$ cat src/hw/tick_wdog_pkg.sv
// shared offsets, field positions, reset values and timing tables for the tick and watchdog block
package tick_wdog_pkg;

  // ****************************************
  // register offsets
  // ****************************************
  localparam logic [7:0] OFS_TICK_STATUS = 8'h37;
  localparam logic [7:0] OFS_IRQ_ENABLE = 8'h38;
  localparam logic [7:0] OFS_CLOCK_SELECT = 8'h39;
  localparam logic [7:0] OFS_TICK_RATE_CONTROL = 8'h3B;
  localparam logic [7:0] OFS_WATCHDOG_CONTROL = 8'h3C;
  localparam logic [7:0] OFS_WDOG_REFRESH = 8'h3F;

  // ****************************************
  // field positions
  // ****************************************
  localparam int BIT_TICK_FLAG = 7;
  localparam int BIT_TICK_IRQ_ENABLE = 7;
  localparam int BIT_PSEUDO_STOP = 6;
  localparam int BIT_WDOG_ACLK_SELECT = 4;
  localparam int BIT_WDOG_RUN_IN_PSTOP = 2;
  localparam int BIT_TICK_OSC_SELECT = 1;
  localparam int BIT_WDOG_OSC_SELECT = 0;
  localparam int BIT_TICK_DECIMAL = 7;
  localparam int BIT_WINDOW_MODE = 7;
  localparam int BIT_DEBUG_HALT = 6;
  localparam int BIT_WRITE_MASK = 5;

  // ****************************************
  // reset values and keys
  // ****************************************
  localparam logic [7:0] TICK_CTRL_RESET = 8'h00;
  localparam logic [2:0] WDOG_RATE_OFF = 3'h0;
  localparam logic [7:0] KEY_FIRST = 8'h55;
  localparam logic [7:0] KEY_SECOND = 8'hAA;

  // ****************************************
  // timing tables (counts of source clock cycles)
  // ****************************************
  localparam int TICK_BIN_EXP_BASE = 9;
  localparam logic [21:0] TICK_DEC_BASE [8] = '{22'h0003E8, 22'h0007D0, 22'h001388, 22'h002710,
                                                 22'h004E20, 22'h00C350, 22'h0186A0, 22'h030D40};
  localparam logic [4:0] WDOG_EXP_NORMAL [8] = '{5'h00, 5'h0E, 5'h10, 5'h12, 5'h14, 5'h16, 5'h17, 5'h18};
  localparam logic [4:0] WDOG_EXP_ACLK [8] = '{5'h00, 5'h07, 5'h09, 5'h0B, 5'h0D, 5'h0F, 5'h10, 5'h11};
  localparam logic [4:0] WDOG_EXP_LONGEST = 5'h18;

  typedef enum logic {key_idle, key_armed} refresh_state_t;

endpackage

$ cat src/hw/tick_and_watchdog_timers.sv
// periodic tick timer and windowed watchdog with their control registers
//
// What this block does
// - watchdog source: RC, oscillator, or autonomous clock
// - tick source select; runs in stop conditionally
// - tick control write or source change restarts
// - bit 7 selects binary or decimal divide
// - binary: prescale 000 off, else 2^10..2^16
// - decimal: prescale picks 1k to 200k
// - tick timer resets off, all zero
// - watchdog source change or oscillator loss restarts
// - watchdog stop-mode running conditions
// - window and rate loaded from flash; nonzero starts
// - window/rate write-once in normal, mask zero
// - debug-halt bit set-only (sticky) in normal mode
// - normal-mode restart conditions for watchdog
// - special mode: every control write restarts
// - write mask blocks window/rate, no once count
// - window mode: refresh only in last quarter
// - debug-halt bit freezes counters in debug
// - nonzero rate enables; expiry requests system reset
// - special debug override: longest, non-window period
// - normal-source timeout table 2^14..2^24
// - autonomous clock halved; table 2^7..2^17
// - two-key refresh; bad value resets; reads zero
// - tick interrupt when flag and enable set
`timescale 1ns/1ps

module tick_and_watchdog_timers (
  input wire logic ref_clk,
  input wire logic srst,
  input wire logic [7:0] addr,
  input wire logic [7:0] wr_data,
  input wire logic wr_stb,
  input wire logic rd_stb,
  output logic [7:0] rd_data,
  input wire logic irc_tick,
  input wire logic osc_tick,
  input wire logic aclk_tick,
  input wire logic osc_qualified,
  input wire logic stop_mode,
  input wire logic debug_active,
  input wire logic special_mode,
  input wire logic flash_load,
  input wire logic flash_window,
  input wire logic [2:0] flash_rate,
  output logic tick_irq,
  output logic wdog_reset_req
);

  // ****************************************
  // control registers
  // ****************************************
  logic tick_flag;
  logic tick_irq_enable;
  logic pseudo_stop_select;
  logic wdog_aclk_select;
  logic wdog_run_in_pseudo_stop;
  logic tick_osc_select;
  logic wdog_osc_select;
  logic [7:0] tick_ctrl;
  logic window_mode_bit;
  logic debug_halt_counters;
  logic [2:0] wdog_rate_field;
  logic once_done;
  logic osc_qualified_d;
  tick_wdog_pkg::refresh_state_t key_state;

  // ****************************************
  // bus decode
  // ****************************************
  wire wr_status = wr_stb && (addr == tick_wdog_pkg::OFS_TICK_STATUS);
  wire wr_irq_en = wr_stb && (addr == tick_wdog_pkg::OFS_IRQ_ENABLE);
  wire wr_clksel = wr_stb && (addr == tick_wdog_pkg::OFS_CLOCK_SELECT);
  wire wr_tick = wr_stb && (addr == tick_wdog_pkg::OFS_TICK_RATE_CONTROL);
  wire wr_wdog = wr_stb && (addr == tick_wdog_pkg::OFS_WATCHDOG_CONTROL);
  wire wr_refresh = wr_stb && (addr == tick_wdog_pkg::OFS_WDOG_REFRESH);

  // oscillator loss: falling edge of the qualified status
  wire osc_lost = osc_qualified_d && !osc_qualified;

  // oscillator selects may only be set while the oscillator is qualified
  wire new_tick_osc = wr_data[tick_wdog_pkg::BIT_TICK_OSC_SELECT] && osc_qualified;
  wire new_wdog_osc = wr_data[tick_wdog_pkg::BIT_WDOG_OSC_SELECT] && osc_qualified;
  wire new_aclk = wr_data[tick_wdog_pkg::BIT_WDOG_ACLK_SELECT];

  // ****************************************
  // tick timer control
  // ****************************************
  wire tick_src_change = (wr_clksel && (new_tick_osc != tick_osc_select))
                         || (osc_lost && tick_osc_select);
  wire tick_restart = wr_tick || tick_src_change;

  wire tick_decimal_select = tick_ctrl[tick_wdog_pkg::BIT_TICK_DECIMAL];
  wire [2:0] tick_prescale = tick_ctrl[6:4];
  wire [3:0] tick_modulus = tick_ctrl[3:0];
  wire tick_off = !tick_decimal_select && (tick_prescale == 3'h0);

  // base divide: binary 2^(9+n) or decimal table entry
  wire [4:0] bin_exp = 5'(tick_wdog_pkg::TICK_BIN_EXP_BASE) + {2'h0, tick_prescale};
  wire [21:0] bin_base = 22'h000001 << bin_exp;
  wire [21:0] dec_base = tick_wdog_pkg::TICK_DEC_BASE[tick_prescale];
  wire [21:0] tick_base = tick_decimal_select ? dec_base : bin_base;
  wire [26:0] tick_period_full = tick_base * ({1'b0, tick_modulus} + 5'h01);
  wire [23:0] tick_period = tick_period_full[23:0];

  // source pulse and gating for stop and debug
  wire tick_src_pulse = tick_osc_select ? osc_tick : irc_tick;
  wire tick_stop_ok = !stop_mode || (pseudo_stop_select && tick_osc_select);
  wire dbg_freeze = debug_active && debug_halt_counters;
  wire tick_advance = tick_src_pulse && tick_stop_ok && !dbg_freeze && !tick_off;

  logic [23:0] tick_count;
  wire tick_expire = tick_advance && (tick_count == tick_period - 24'h000001);

  // ****************************************
  // watchdog control writes
  // ****************************************
  wire wr_mask = wr_data[tick_wdog_pkg::BIT_WRITE_MASK];
  wire wr_window = wr_data[tick_wdog_pkg::BIT_WINDOW_MODE];
  wire [2:0] wr_rate = wr_data[2:0];
  wire wr_halt = wr_data[tick_wdog_pkg::BIT_DEBUG_HALT];

  // a masked write changes neither window nor rate and does not use up the single write
  wire ctrl_accept = wr_wdog && !wr_mask && (special_mode || !once_done);
  wire rate_take = ctrl_accept && (wr_rate != tick_wdog_pkg::WDOG_RATE_OFF);
  wire window_take = ctrl_accept && wr_window;
  wire halt_rise = wr_wdog && wr_halt && !debug_halt_counters;

  wire wdog_src_change = (wr_clksel && (new_aclk != wdog_aclk_select))
                         || (wr_clksel && !wdog_aclk_select && (new_wdog_osc != wdog_osc_select))
                         || (osc_lost && !wdog_aclk_select && wdog_osc_select);

  // ****************************************
  // watchdog timing
  // ****************************************
  wire wdog_enabled = (wdog_rate_field != tick_wdog_pkg::WDOG_RATE_OFF);
  wire dbg_override = wdog_enabled && debug_active && !debug_halt_counters && special_mode;
  wire [4:0] rate_exp = wdog_aclk_select ? tick_wdog_pkg::WDOG_EXP_ACLK[wdog_rate_field]
                                         : tick_wdog_pkg::WDOG_EXP_NORMAL[wdog_rate_field];
  wire [4:0] wdog_exp = dbg_override ? tick_wdog_pkg::WDOG_EXP_LONGEST : rate_exp;
  wire [24:0] wdog_period = 25'h0000001 << wdog_exp;
  wire [24:0] window_open = wdog_period - (wdog_period >> 2);
  wire window_active = window_mode_bit && !dbg_override;

  // autonomous clock halved by a toggle before it reaches the counter
  logic aclk_half;
  wire wdog_src_pulse = wdog_aclk_select ? (aclk_tick && aclk_half)
                                         : (wdog_osc_select ? osc_tick : irc_tick);
  wire wdog_stop_ok = !stop_mode || wdog_aclk_select
                      || (pseudo_stop_select && wdog_osc_select && wdog_run_in_pseudo_stop);
  wire wdog_advance = wdog_enabled && wdog_src_pulse && wdog_stop_ok && !dbg_freeze;

  logic [24:0] wdog_count;
  wire wdog_expire = wdog_advance && (wdog_count == wdog_period - 25'h0000001);

  // refresh sequence checks
  wire key_is_first = (wr_data == tick_wdog_pkg::KEY_FIRST);
  wire key_is_second = (wr_data == tick_wdog_pkg::KEY_SECOND);
  wire refresh_live = wr_refresh && wdog_enabled;
  wire too_early = window_active && (wdog_count < window_open);
  wire refresh_bad = refresh_live && (!(key_is_first || key_is_second) || too_early);
  wire refresh_done = refresh_live && !refresh_bad && key_is_second
                      && (key_state == tick_wdog_pkg::key_armed);

  // normal mode restarts only on effective writes; special mode on any write
  wire wdog_ctrl_restart = special_mode ? wr_wdog : (rate_take || window_take || halt_rise);
  wire flash_restart = flash_load && (flash_rate != tick_wdog_pkg::WDOG_RATE_OFF);
  wire wdog_restart = wdog_ctrl_restart || wdog_src_change || flash_restart || refresh_done;

  // ****************************************
  // read mux
  // ****************************************
  wire [7:0] rd_status = {tick_flag, 7'h00};
  wire [7:0] rd_irq_en = {tick_irq_enable, 7'h00};
  wire [7:0] rd_clksel = {1'b0, pseudo_stop_select, 1'b0, wdog_aclk_select, 1'b0,
                          wdog_run_in_pseudo_stop, tick_osc_select, wdog_osc_select};
  wire [7:0] rd_wdog = {window_mode_bit, debug_halt_counters, 3'h0, wdog_rate_field};
  wire [7:0] next_rd_data = (addr == tick_wdog_pkg::OFS_TICK_STATUS) ? rd_status :
                            (addr == tick_wdog_pkg::OFS_IRQ_ENABLE) ? rd_irq_en :
                            (addr == tick_wdog_pkg::OFS_CLOCK_SELECT) ? rd_clksel :
                            (addr == tick_wdog_pkg::OFS_TICK_RATE_CONTROL) ? tick_ctrl :
                            (addr == tick_wdog_pkg::OFS_WATCHDOG_CONTROL) ? rd_wdog :
                            8'h00; // refresh register and unmapped read zero

  // ****************************************
  // processes
  // ****************************************

  // read data stands only in the cycle after the strobe
  always_ff @(posedge ref_clk) begin
    if (srst) begin
      rd_data <= 8'h00;
    end else begin
      rd_data <= rd_stb ? next_rd_data : 8'h00;
    end
  end

  // tick interrupt registered so the output comes from a flop
  always_ff @(posedge ref_clk) begin
    if (srst) begin
      tick_irq <= 1'b0;
    end else begin
      tick_irq <= tick_flag && tick_irq_enable;
    end
  end

  // interrupt enable and tick flag; a new tick wins over a clear
  always_ff @(posedge ref_clk) begin
    if (srst) begin
      tick_irq_enable <= 1'b0;
      tick_flag <= 1'b0;
    end else begin
      if (wr_irq_en) begin
        tick_irq_enable <= wr_data[tick_wdog_pkg::BIT_TICK_IRQ_ENABLE];
      end
      if (tick_expire) begin
        tick_flag <= 1'b1;
      end else if (wr_status && wr_data[tick_wdog_pkg::BIT_TICK_FLAG]) begin
        tick_flag <= 1'b0;
      end
    end
  end

  // clock select bits; losing the oscillator drops its selects
  always_ff @(posedge ref_clk) begin
    if (srst) begin
      pseudo_stop_select <= 1'b0;
      wdog_aclk_select <= 1'b0;
      wdog_run_in_pseudo_stop <= 1'b0;
      tick_osc_select <= 1'b0;
      wdog_osc_select <= 1'b0;
      osc_qualified_d <= 1'b0;
    end else begin
      osc_qualified_d <= osc_qualified;
      if (wr_clksel) begin
        pseudo_stop_select <= wr_data[tick_wdog_pkg::BIT_PSEUDO_STOP];
        wdog_aclk_select <= new_aclk;
        wdog_run_in_pseudo_stop <= wr_data[tick_wdog_pkg::BIT_WDOG_RUN_IN_PSTOP];
      end
      if (!osc_qualified) begin
        tick_osc_select <= 1'b0;
        wdog_osc_select <= 1'b0;
      end else if (wr_clksel) begin
        tick_osc_select <= new_tick_osc;
        wdog_osc_select <= new_wdog_osc;
      end
    end
  end

  // tick control comes out of reset with the timer off
  always_ff @(posedge ref_clk) begin
    if (srst) begin
      tick_ctrl <= tick_wdog_pkg::TICK_CTRL_RESET;
    end else if (wr_tick) begin
      tick_ctrl <= wr_data;
    end
  end

  // tick counter reloads itself at every period end
  always_ff @(posedge ref_clk) begin
    if (srst) begin
      tick_count <= 24'h000000;
    end else if (tick_restart || tick_expire) begin
      tick_count <= 24'h000000;
    end else if (tick_advance) begin
      tick_count <= tick_count + 24'h000001;
    end
  end

  // watchdog control: flash load, write once, sticky debug-halt in normal mode
  always_ff @(posedge ref_clk) begin
    if (srst) begin
      window_mode_bit <= 1'b0;
      debug_halt_counters <= 1'b0;
      wdog_rate_field <= tick_wdog_pkg::WDOG_RATE_OFF;
      once_done <= 1'b0;
    end else begin
      if (flash_load) begin
        window_mode_bit <= flash_window;
        wdog_rate_field <= flash_rate;
      end else begin
        if (window_take) begin
          window_mode_bit <= 1'b1;
        end
        if (rate_take) begin
          wdog_rate_field <= wr_rate;
        end
      end
      if (ctrl_accept) begin
        once_done <= 1'b1;
      end
      if (wr_wdog && (special_mode || wr_halt)) begin
        debug_halt_counters <= wr_halt;
      end
    end
  end

  // autonomous clock divider
  always_ff @(posedge ref_clk) begin
    if (srst) begin
      aclk_half <= 1'b0;
    end else if (aclk_tick) begin
      aclk_half <= !aclk_half;
    end
  end

  // watchdog counter; restarts on any restart cause
  always_ff @(posedge ref_clk) begin
    if (srst) begin
      wdog_count <= 25'h0000000;
    end else if (wdog_restart) begin
      wdog_count <= 25'h0000000;
    end else if (wdog_advance && !wdog_expire) begin
      wdog_count <= wdog_count + 25'h0000001;
    end
  end

  // refresh key sequence; repeated first keys keep it armed
  always_ff @(posedge ref_clk) begin
    if (srst) begin
      key_state <= tick_wdog_pkg::key_idle;
    end else if (refresh_live) begin
      case (key_state)
        tick_wdog_pkg::key_idle: begin
          key_state <= key_is_first ? tick_wdog_pkg::key_armed : tick_wdog_pkg::key_idle;
        end
        tick_wdog_pkg::key_armed: begin
          key_state <= key_is_first ? tick_wdog_pkg::key_armed : tick_wdog_pkg::key_idle;
        end
        default: begin
          key_state <= tick_wdog_pkg::key_idle;
        end
      endcase
    end
  end

  // reset request holds until the system reset clears the block
  always_ff @(posedge ref_clk) begin
    if (srst) begin
      wdog_reset_req <= 1'b0;
    end else if ((wdog_expire && !wdog_restart) || refresh_bad) begin
      wdog_reset_req <= 1'b1;
    end
  end

endmodule

$ cat config.mk
export PLATFORM = sky130hd
export DESIGN_NAME = tick_and_watchdog_timers
export DESIGN_NICKNAME = d
export VERILOG_FILES = /design/src/hw/tick_wdog_pkg.sv /design/src/hw/tick_and_watchdog_timers.sv
export SDC_FILE = /design/constraint.sdc
export NUM_CORES = 1
export LEC_CHECK = 0
export ABC_AREA = 1
export BUFFER_PORTS_ARGS = -buffer_cell sky130_fd_sc_hd__buf_2
export CAP_MARGIN = 40
export CORE_UTILIZATION = 49
export DETAILED_ROUTE_END_ITERATION = 8
export PLACE_DENSITY = 0.65
export SLEW_MARGIN = 20
export SYNTH_ARGS = -nofsm -noshare
export SYNTH_HDL_FRONTEND = slang
export SYNTH_SLANG_ARGS = --single-unit
$ cat constraint.sdc
create_clock -name ref_clk -period 15.6 [get_ports ref_clk]
set_input_delay 0 -clock ref_clk [delete_from_list [all_inputs] [get_ports ref_clk]]
set_output_delay 0 -clock ref_clk [all_outputs]
set_load 0.05 [all_outputs]
==> impl_results.md, run 1 <==
* Worst setup SP type: register
* Yosys warning total at 0
* DR pass1 iterations at 5
* Endpoints failing setup at 0
* Fillers at 2,209
* Logic pwr share at 0.341
* Vias post-DR at 11,080
* Worst-Margin Slew at 0.8465 ns
* Port bufs at 41
* Clock Power Share at 0.336
* Fmax at 148.7 MHz
* Post-route worst setup slack at 8.874 ns
* Largest net degree at the start of global routing at 28
* Die height at 154.5 µm
* Most frequent cell after synthesis: nand2_1
* Multi-input gate area at 8533 µm²
* Hold_buf cts at 23
* Post-CTS resize count at 0
* Routed Antenna Nets at 0
* #FFs+latches synth at 83
* Final critical-path share of the clock period at 0.4312
* Hold Path Class: in2reg
* Main synth FF type: dfxtp_1
* RSZ-0062 raised after global routing: false
* Clock edge transition at the registers on the reported setup and hold paths at 0.07 ns
* H-tree depth at 3
* Status: completed
* CP Class: reg2reg
* Drt drc at 0
* Worst slew margin at 0.4211
* Slowest library cell on the worst path: fa_1
* Syn Area/Cell at 6.699 µm²
* CTS tree: yes
* Internal power at 0.0004262 W
* Seq pwr share at 0.322
* Routed WL per cell at 15.16 µm
* Io pins at 42
* Final Critical Period at 6.726 ns
* Clk sinks at 83
* Place WS at 8.936 ns
* Post-synth top cells: nand2_1 (338), inv_1 (268), nor2_1 (197), a21oi_1 (112), ha_1 (111)
* Final GP Congestion at 0.9307
* Power Dens Cells at 53.69 nW/µm²
* Number of placement rows at 55
* CTS Root Cell: clkbuf_16
* Top cell type by total area after synthesis: dfxtp_1
* Chip width at 154.5 µm
* Gr ovfl total at 0
* Initial antenna violation count at 0
* Post-route setup TNS at 0 ns
* Share of layout cells above drive strength 1 at 0.06485
* Switch Pwr at 0.0002399 W
* Mapped Cells at 1,700
* Total wire length at 30,970 µm
* Switching share of total power at 0.3601
* Area grow syn2layout at 8.932%
* Clk_skew at 0.007724 ns
* Post-CTS Setup Inserts at 0
* Initial DRC count at 762
* Inserted Diodes at 0
* Max-Cap Viols at 0
* Number of synthesized flops with an enable pin at 0
* Placeable Area at 22,710 µm²
* Syn Nets at 1,905
* Vias in the first global route at 10,730
* Num CTS Buffers at 9
* GRT Util Overall at 0.2691
* FFs w/ async S/R, synth at 0
* Clk buf depth at 2
* Worst EP required at 15.83 ns
* Slew Limit Fails at 0
* HPWL after DPL at 25,140 µm
* Layout Nets at 1,958
* Initial Utilization at 0.5015
* Crit-path max FO at 17
* Area share of the leading cell type in the synthesized netlist at 0.1459
* Reg area at 1662 µm²
* Routed vias/inst at 5.425
* Full die area at 23,850 µm²
* Worst Setup End Kind: register
* Wire length of the first global-routing pass at 51,850 µm
* Sequential share of the synthesized area at 0.1459
* Crit-path max cell delay at 0.56 ns
* Leakage at 5.849 nW
* Arr. time, crit path at 6.96 ns
* CP most frequent cell: nor2_1
* Synth unique cells at 49
* Later-pin clock latency in the skew report at 0.34 ns
* Mapped cell area at 11,390 µm²
* Final hold vios at 0
* Pwr Total at 0.0006661 W
* Maximum VDD drop at 0.04244 mV
* Top cells by area, synth: dfxtp_1 (15%), ha_1 (12%), nand2_1 (11%), fa_1 (11%), inv_1 (8.8%)
## cell usage in the layout (no fill, tap or decap), types with 4 or more instances in the layout
cell type and n:
buf_2 41, o211ai_1 10, xor2_1 98, nor4_1 14
xnor2_1 34, nor3_1 27, nor2_1 197, nor2_4 4
a31oi_1 5, nand3_2 7, a221oi_1 4, buf_4 4
dlygate4sd3_1 23, nor2_2 9, nand3_1 103, dfxtp_1 83
o21ai_0 71, and3_1 5, a21oi_1 111, inv_1 268
ha_1 111, fa_1 62, clkbuf_16 9, nand4_2 4
a21o_1 4, nand2_1 338, nand2_2 11, nand4_1 41
inv_2 9, o22ai_1 6, clkinv_1 4
## power groups by stage
stage | logic [W] | registers (W) | clock network, W
6_report | 0.000227 | 0.000215 | 0.000224
5_1_grt | 0.000257 | 0.000215 | 0.000235
4_1_cts | 0.000225 | 0.000215 | 0.000227
3_5_place_dp | 0.000220 | 0.000219 | 0
3_3_place_gp | 0.000217 | 0.000219 | 0
2_1_floorplan | 0.000173 | 0.000219 | 0
## state kept, by name, summed over array words and instances (netlist names), 3 cells and up
register and cells:
rd_data 8, tick_count 24, tick_ctrl 8, wdog_count 25
wdog_rate_field 3
## kinds of logic after synthesis
logic type / Yosys count / synth area share
fa+ha+maj: 173 / 0.2309
buf+inv: 309 / 0.1051
xor+xnor: 133 / 0.1035
compound gates: 232 / 0.1133
mux: 1 / 0.0008790
flops: 83 / 0.1459
simple gates: 769 / 0.3004
## worst paths after layout
path	start	endpoint	slack (ns)	cells after the start
min	addr[3]	rd_data[7]	0.03	4
min reg2reg	tick_irq_enable	tick_irq	0.44	2
max reg2reg	tick_ctrl[6]	tick_count[20]	8.87	28
max	tick_ctrl[6]	tick_count[20]	8.87	28
## worst max-delay path: cells and delay by family, from the launching register on
kind,cells,cell delay [ns]
DFF,1,0.52
adders and majority gates,5,2.25
buffers and inverters,6,0.78
xor gates and xnor gates,1,0.16
and+or+nand+nor,12,2.06
AOI/OAI and AO/OA,4,0.85
## metrics by stage
stage / std cells / hold slack (ns) / instance area, µm² / utilization
floorplan: 1700 / 0.06907 / 11390 / -
global placement: 2002 / 0.2595 / 11840 / 0.5214
CTS: 2042 / 0.01828 / 12390 / 0.5456
global route: 2043 / 0.03714 / 12410 / 0.5463
finish: 2043 / 0.03304 / 12410 / 0.5463
detailed placement: 2003 / 0.2598 / 11860 / 0.5221
## cell type report
cell class | count | area share
multi-input cells | 1308 | 0.6878
flip-flops and latches | 83 | 0.1339
inverters | 281 | 0.08502
repair buffers | 70 | 0.03994
well taps | 285 | 0.02874
clock buffers | 11 | 0.01957
clock inverters | 5 | 0.004942
## per-layer routing
layer  global-route usage  routed length [µm]  vias to the layer above
li1                     -                   -                     5593
met2               0.4844               15350                      282
met1               0.3417               13800                     5154
met3              0.02662                1242                       54
met5                    0                   0                        -
met4              0.07119                 581                        0
(Power assumes the default switching activity.)
==> inputs of run 2 (changes only) <==
--- a/config.mk
+++ b/config.mk
@@ -10,7 +10,7 @@
 export CAP_MARGIN = 40
 export CORE_UTILIZATION = 49
 export DETAILED_ROUTE_END_ITERATION = 8
-export PLACE_DENSITY = 0.65
+export PLACE_DENSITY = 0.68
 export SLEW_MARGIN = 20
 export SYNTH_ARGS = -nofsm -noshare
 export SYNTH_HDL_FRONTEND = slang
==> constraint.sdc (replaced) <==
create_clock -name ref_clk -period 5.8 [get_ports ref_clk]
set_input_delay 0 -clock ref_clk [delete_from_list [all_inputs] [get_ports ref_clk]]
set_output_delay 0 -clock ref_clk [all_outputs]
set_load 0.05 [all_outputs]
==> run 2 against run 1 <==
- global-route usage up 0.43 points
- final cell count grew 1.5%
- combinational power grew to 2.9 times the previous value
- first-iteration DRC count grew 4.9%
- sequential cell count unchanged
- routed wire length up 2.0%
- sequential power rose to 2.7 times the previous value
- design area grew 4.4%
- critical path depth decreased by 1
- power rose to 2.9 times the previous value
- utilization rose by 2.4 points
- highest routed layer unchanged
- via count increased by 2.2%
==> impl_results.md, run 2 (same netlist as run 1, synthesis figures left out) <==
* Final GP Congestion at 0.9917 (+6.6%)
* Biggest regs: wdog_count (25), tick_count (24)
* CTS tree: yes
* Final Critical Period at 5.429 ns (-1.297 ns)
* Most common cell after layout, fill and taps aside: nand2_1
* Final critical-path share of the clock period at 0.9361 (+0.5049)
* Post-route setup TNS at 0 ns (unchanged)
* Place WS at -0.2078 ns (-9.144 ns)
* CP most frequent cell: a21oi_1
* Gr ovfl total at 0 (unchanged)
* Vias in the first global route at 11,140 (+3.9%)
* Largest net degree at the start of global routing at 28 (unchanged)
* Post-route worst setup slack at 0.3709 ns (-8.503 ns)
* R2R Path End: wdog_count[14]
* H-tree depth at 3 (unchanged)
* Worst Setup End Kind: register
* Share of layout cells above drive strength 1 at 0.1107 (+0.04589)
* Leakage at 6.113 nW (+4.5%)
* Final core utilization at 0.5706 (+0.02430)
* Most frequent cells in the layout: nand2_1 (336), inv_1 (266), nor2_1 (184)
* Clk sinks at 83 (unchanged)
* CTS Root Cell: clkbuf_16
* Worst EP required at 6.07 ns (-9.76 ns)
* Slowest library cell on the worst path: ha_1
* CP Class: reg2reg
* Fillers at 2,240 (+1.4%)
* Drt drc at 0 (unchanged)
* Routed vias/inst at 5.464 (+0.71%)
* Status: completed
* Fmax at 184.2 MHz (+24%)
* Routed WL per cell at 15.24 µm (+0.55%)
* Endpoints failing setup at 0 (unchanged)
* Hold wc startpoint: addr[3]
* Slew Limit Fails at 0 (unchanged)
* Num CTS Buffers at 9 (unchanged)
* Wire length of the first global-routing pass at 52,650 µm (+1.5%)
* Arr. time, crit path at 5.70 ns (-1.26 ns)
* Number of placement rows at 55 (unchanged)
* Clk_skew at 0.01631 ns (+0.008590 ns)
* Vias post-DR at 11,330 (+2.2%)
* Top reg by flops: wdog_count
* Setup slack, reg-to-reg at 0.37 ns (-8.50 ns)
* Inserted Diodes at 0 (unchanged)
* Hold Path Class: in2reg
* Max-Cap Viols at 0 (unchanged)
* Routed Antenna Nets at 0 (unchanged)
* Worst setup SP type: register
* Total wire length at 31,600 µm (+2.0%)
* Largest register FFs at 25 (unchanged)
* HPWL after DPL at 25,500 µm (+1.4%)
* Worst-Margin Slew at 0.7643 ns (-0.08219 ns)
* Post-Layout Cell Count at 2,073 (+1.5%)
* Maximum VDD drop at 0.1506 mV (+250%)
* Die height at 154.5 µm (unchanged)
* Clock edge transition at the registers on the reported setup and hold paths at 0.08 ns (about the same)
* Full die area at 23,850 µm² (unchanged)
* GRT Util Overall at 0.2735 (+0.004339)
* Later-pin clock latency in the skew report at 0.36 ns (+0.02 ns)
* Critical path buffers and inverters at 5 (-1)
* Power Dens Cells at 147.8 nW/µm² (+180%)
* Crit path max-delay family: compound AO/OA/AOI/OAI gates
* Placeable Area at 22,710 µm² (unchanged)
* Initial DRC count at 799 (+4.9%)
* Worst slew margin at 0.4886 (+0.06750)
* Reg-to-Reg Start: wdog_rate_field[1]
* DR pass1 iterations at 5 (unchanged)
* Clk buf depth at 2 (unchanged)
* Worst Hold Path EP: rd_data[7]
* Initial Utilization at 0.5015 (unchanged)
* Crit-path max FO at 26 (+9)
* Initial antenna violation count at 0 (unchanged)
* Chip width at 154.5 µm (unchanged)
* Port bufs at 41 (unchanged)
* Placed Cells at 2,035 (+1.6%)
* Crit-path max cell delay at 0.42 ns (-0.14 ns)
* R2R cell count at 27 (-3.6%)
* Final hold vios at 0 (unchanged)
* Area grow syn2layout at 13.78%
* Hold depth at 4 (unchanged)
* Io pins at 42 (unchanged)
* Layout Nets at 1,990 (+1.6%)
* Pwr Total at 0.001915 W (+190%)
run 2: changes by cell type in the layout (fill, tap and decap cells not counted), moves of 6 or more:
cell     change
ha_4         +6
a21oi_1      -6
o21ai_0     -10
ha_1        -12
a21oi_2      +6
o21ai_1      +8
ha_2         +6
buf_4       +33
nor2_2       +9
nor2_1      -13
run 2: how the worst max path moves through the flow:
stage	from	end	slack [ns]	cells past startpoint
floorplan	tick_ctrl[4]	tick_count[0]	0.26	29
global placement	tick_ctrl[4]	tick_count[2]	-0.04	28
detailed placement	tick_ctrl[4]	tick_count[1]	-0.21	28
CTS	tick_ctrl[4]	tick_count[1]	0.02	27
global route	tick_ctrl[4]	tick_flag	-0.004	30
finish	wdog_rate_field[1]	wdog_count[14]	0.37	27
run 2: cell type report:
type / instances / area [µm²] / share of cell area
tap: 285 / 356.6 / 0.02752
multi-input combinational: 1308 / 8806 / 0.6796
sequential: 83 / 1664 / 0.1284
clock inverter: 5 / 103.9 / 0.008015
timing repair buffer: 102 / 743.2 / 0.05736
clock buffer: 9 / 225.2 / 0.01738
inverter: 281 / 1059 / 0.08169
run 2: tightest hold or removal path, cell delays in order:
cell and delay [ns]:
buf_2 0.12, nor4_1 0.08, nand2_1 0.06, a31oi_1 0.08
run 2: timing repair:
item / 4_1_cts / 5_1_grt
gates resized for setup: 4 / 70
hold endpoints to repair: 17 / 0
buffers inserted: 1 / 1
pin swaps: 1 / 6
endpoints found under the setup margin: 25 / 51
cloned: 0 / 0
hold buffers: 22 / 0
run 2: layer usage:
layer,vias to the layer above,GRT usage,part of all wire
met4,0,0.09524,0.028
met2,304,0.4870,0.48
met5,-,0,0
li1,5664,-,-
met1,5294,0.3364,0.44
met3,64,0.03755,0.050
run 2: report_power, final:
group | switching, W | internal [W]
clock network | 0.000265 | 0.000417
logic | 0.000406 | 0.000251
registers | 0.00000298 | 0.000573
run 2: stage by stage:
step	cell area (µm²)	hold slack, ns
detailed placement	12110	0.2643
CTS	12690	0.003148
finish	12960	0.02453
floorplan	11390	0.06907
global route	12960	0.06210
global placement	12110	0.2560
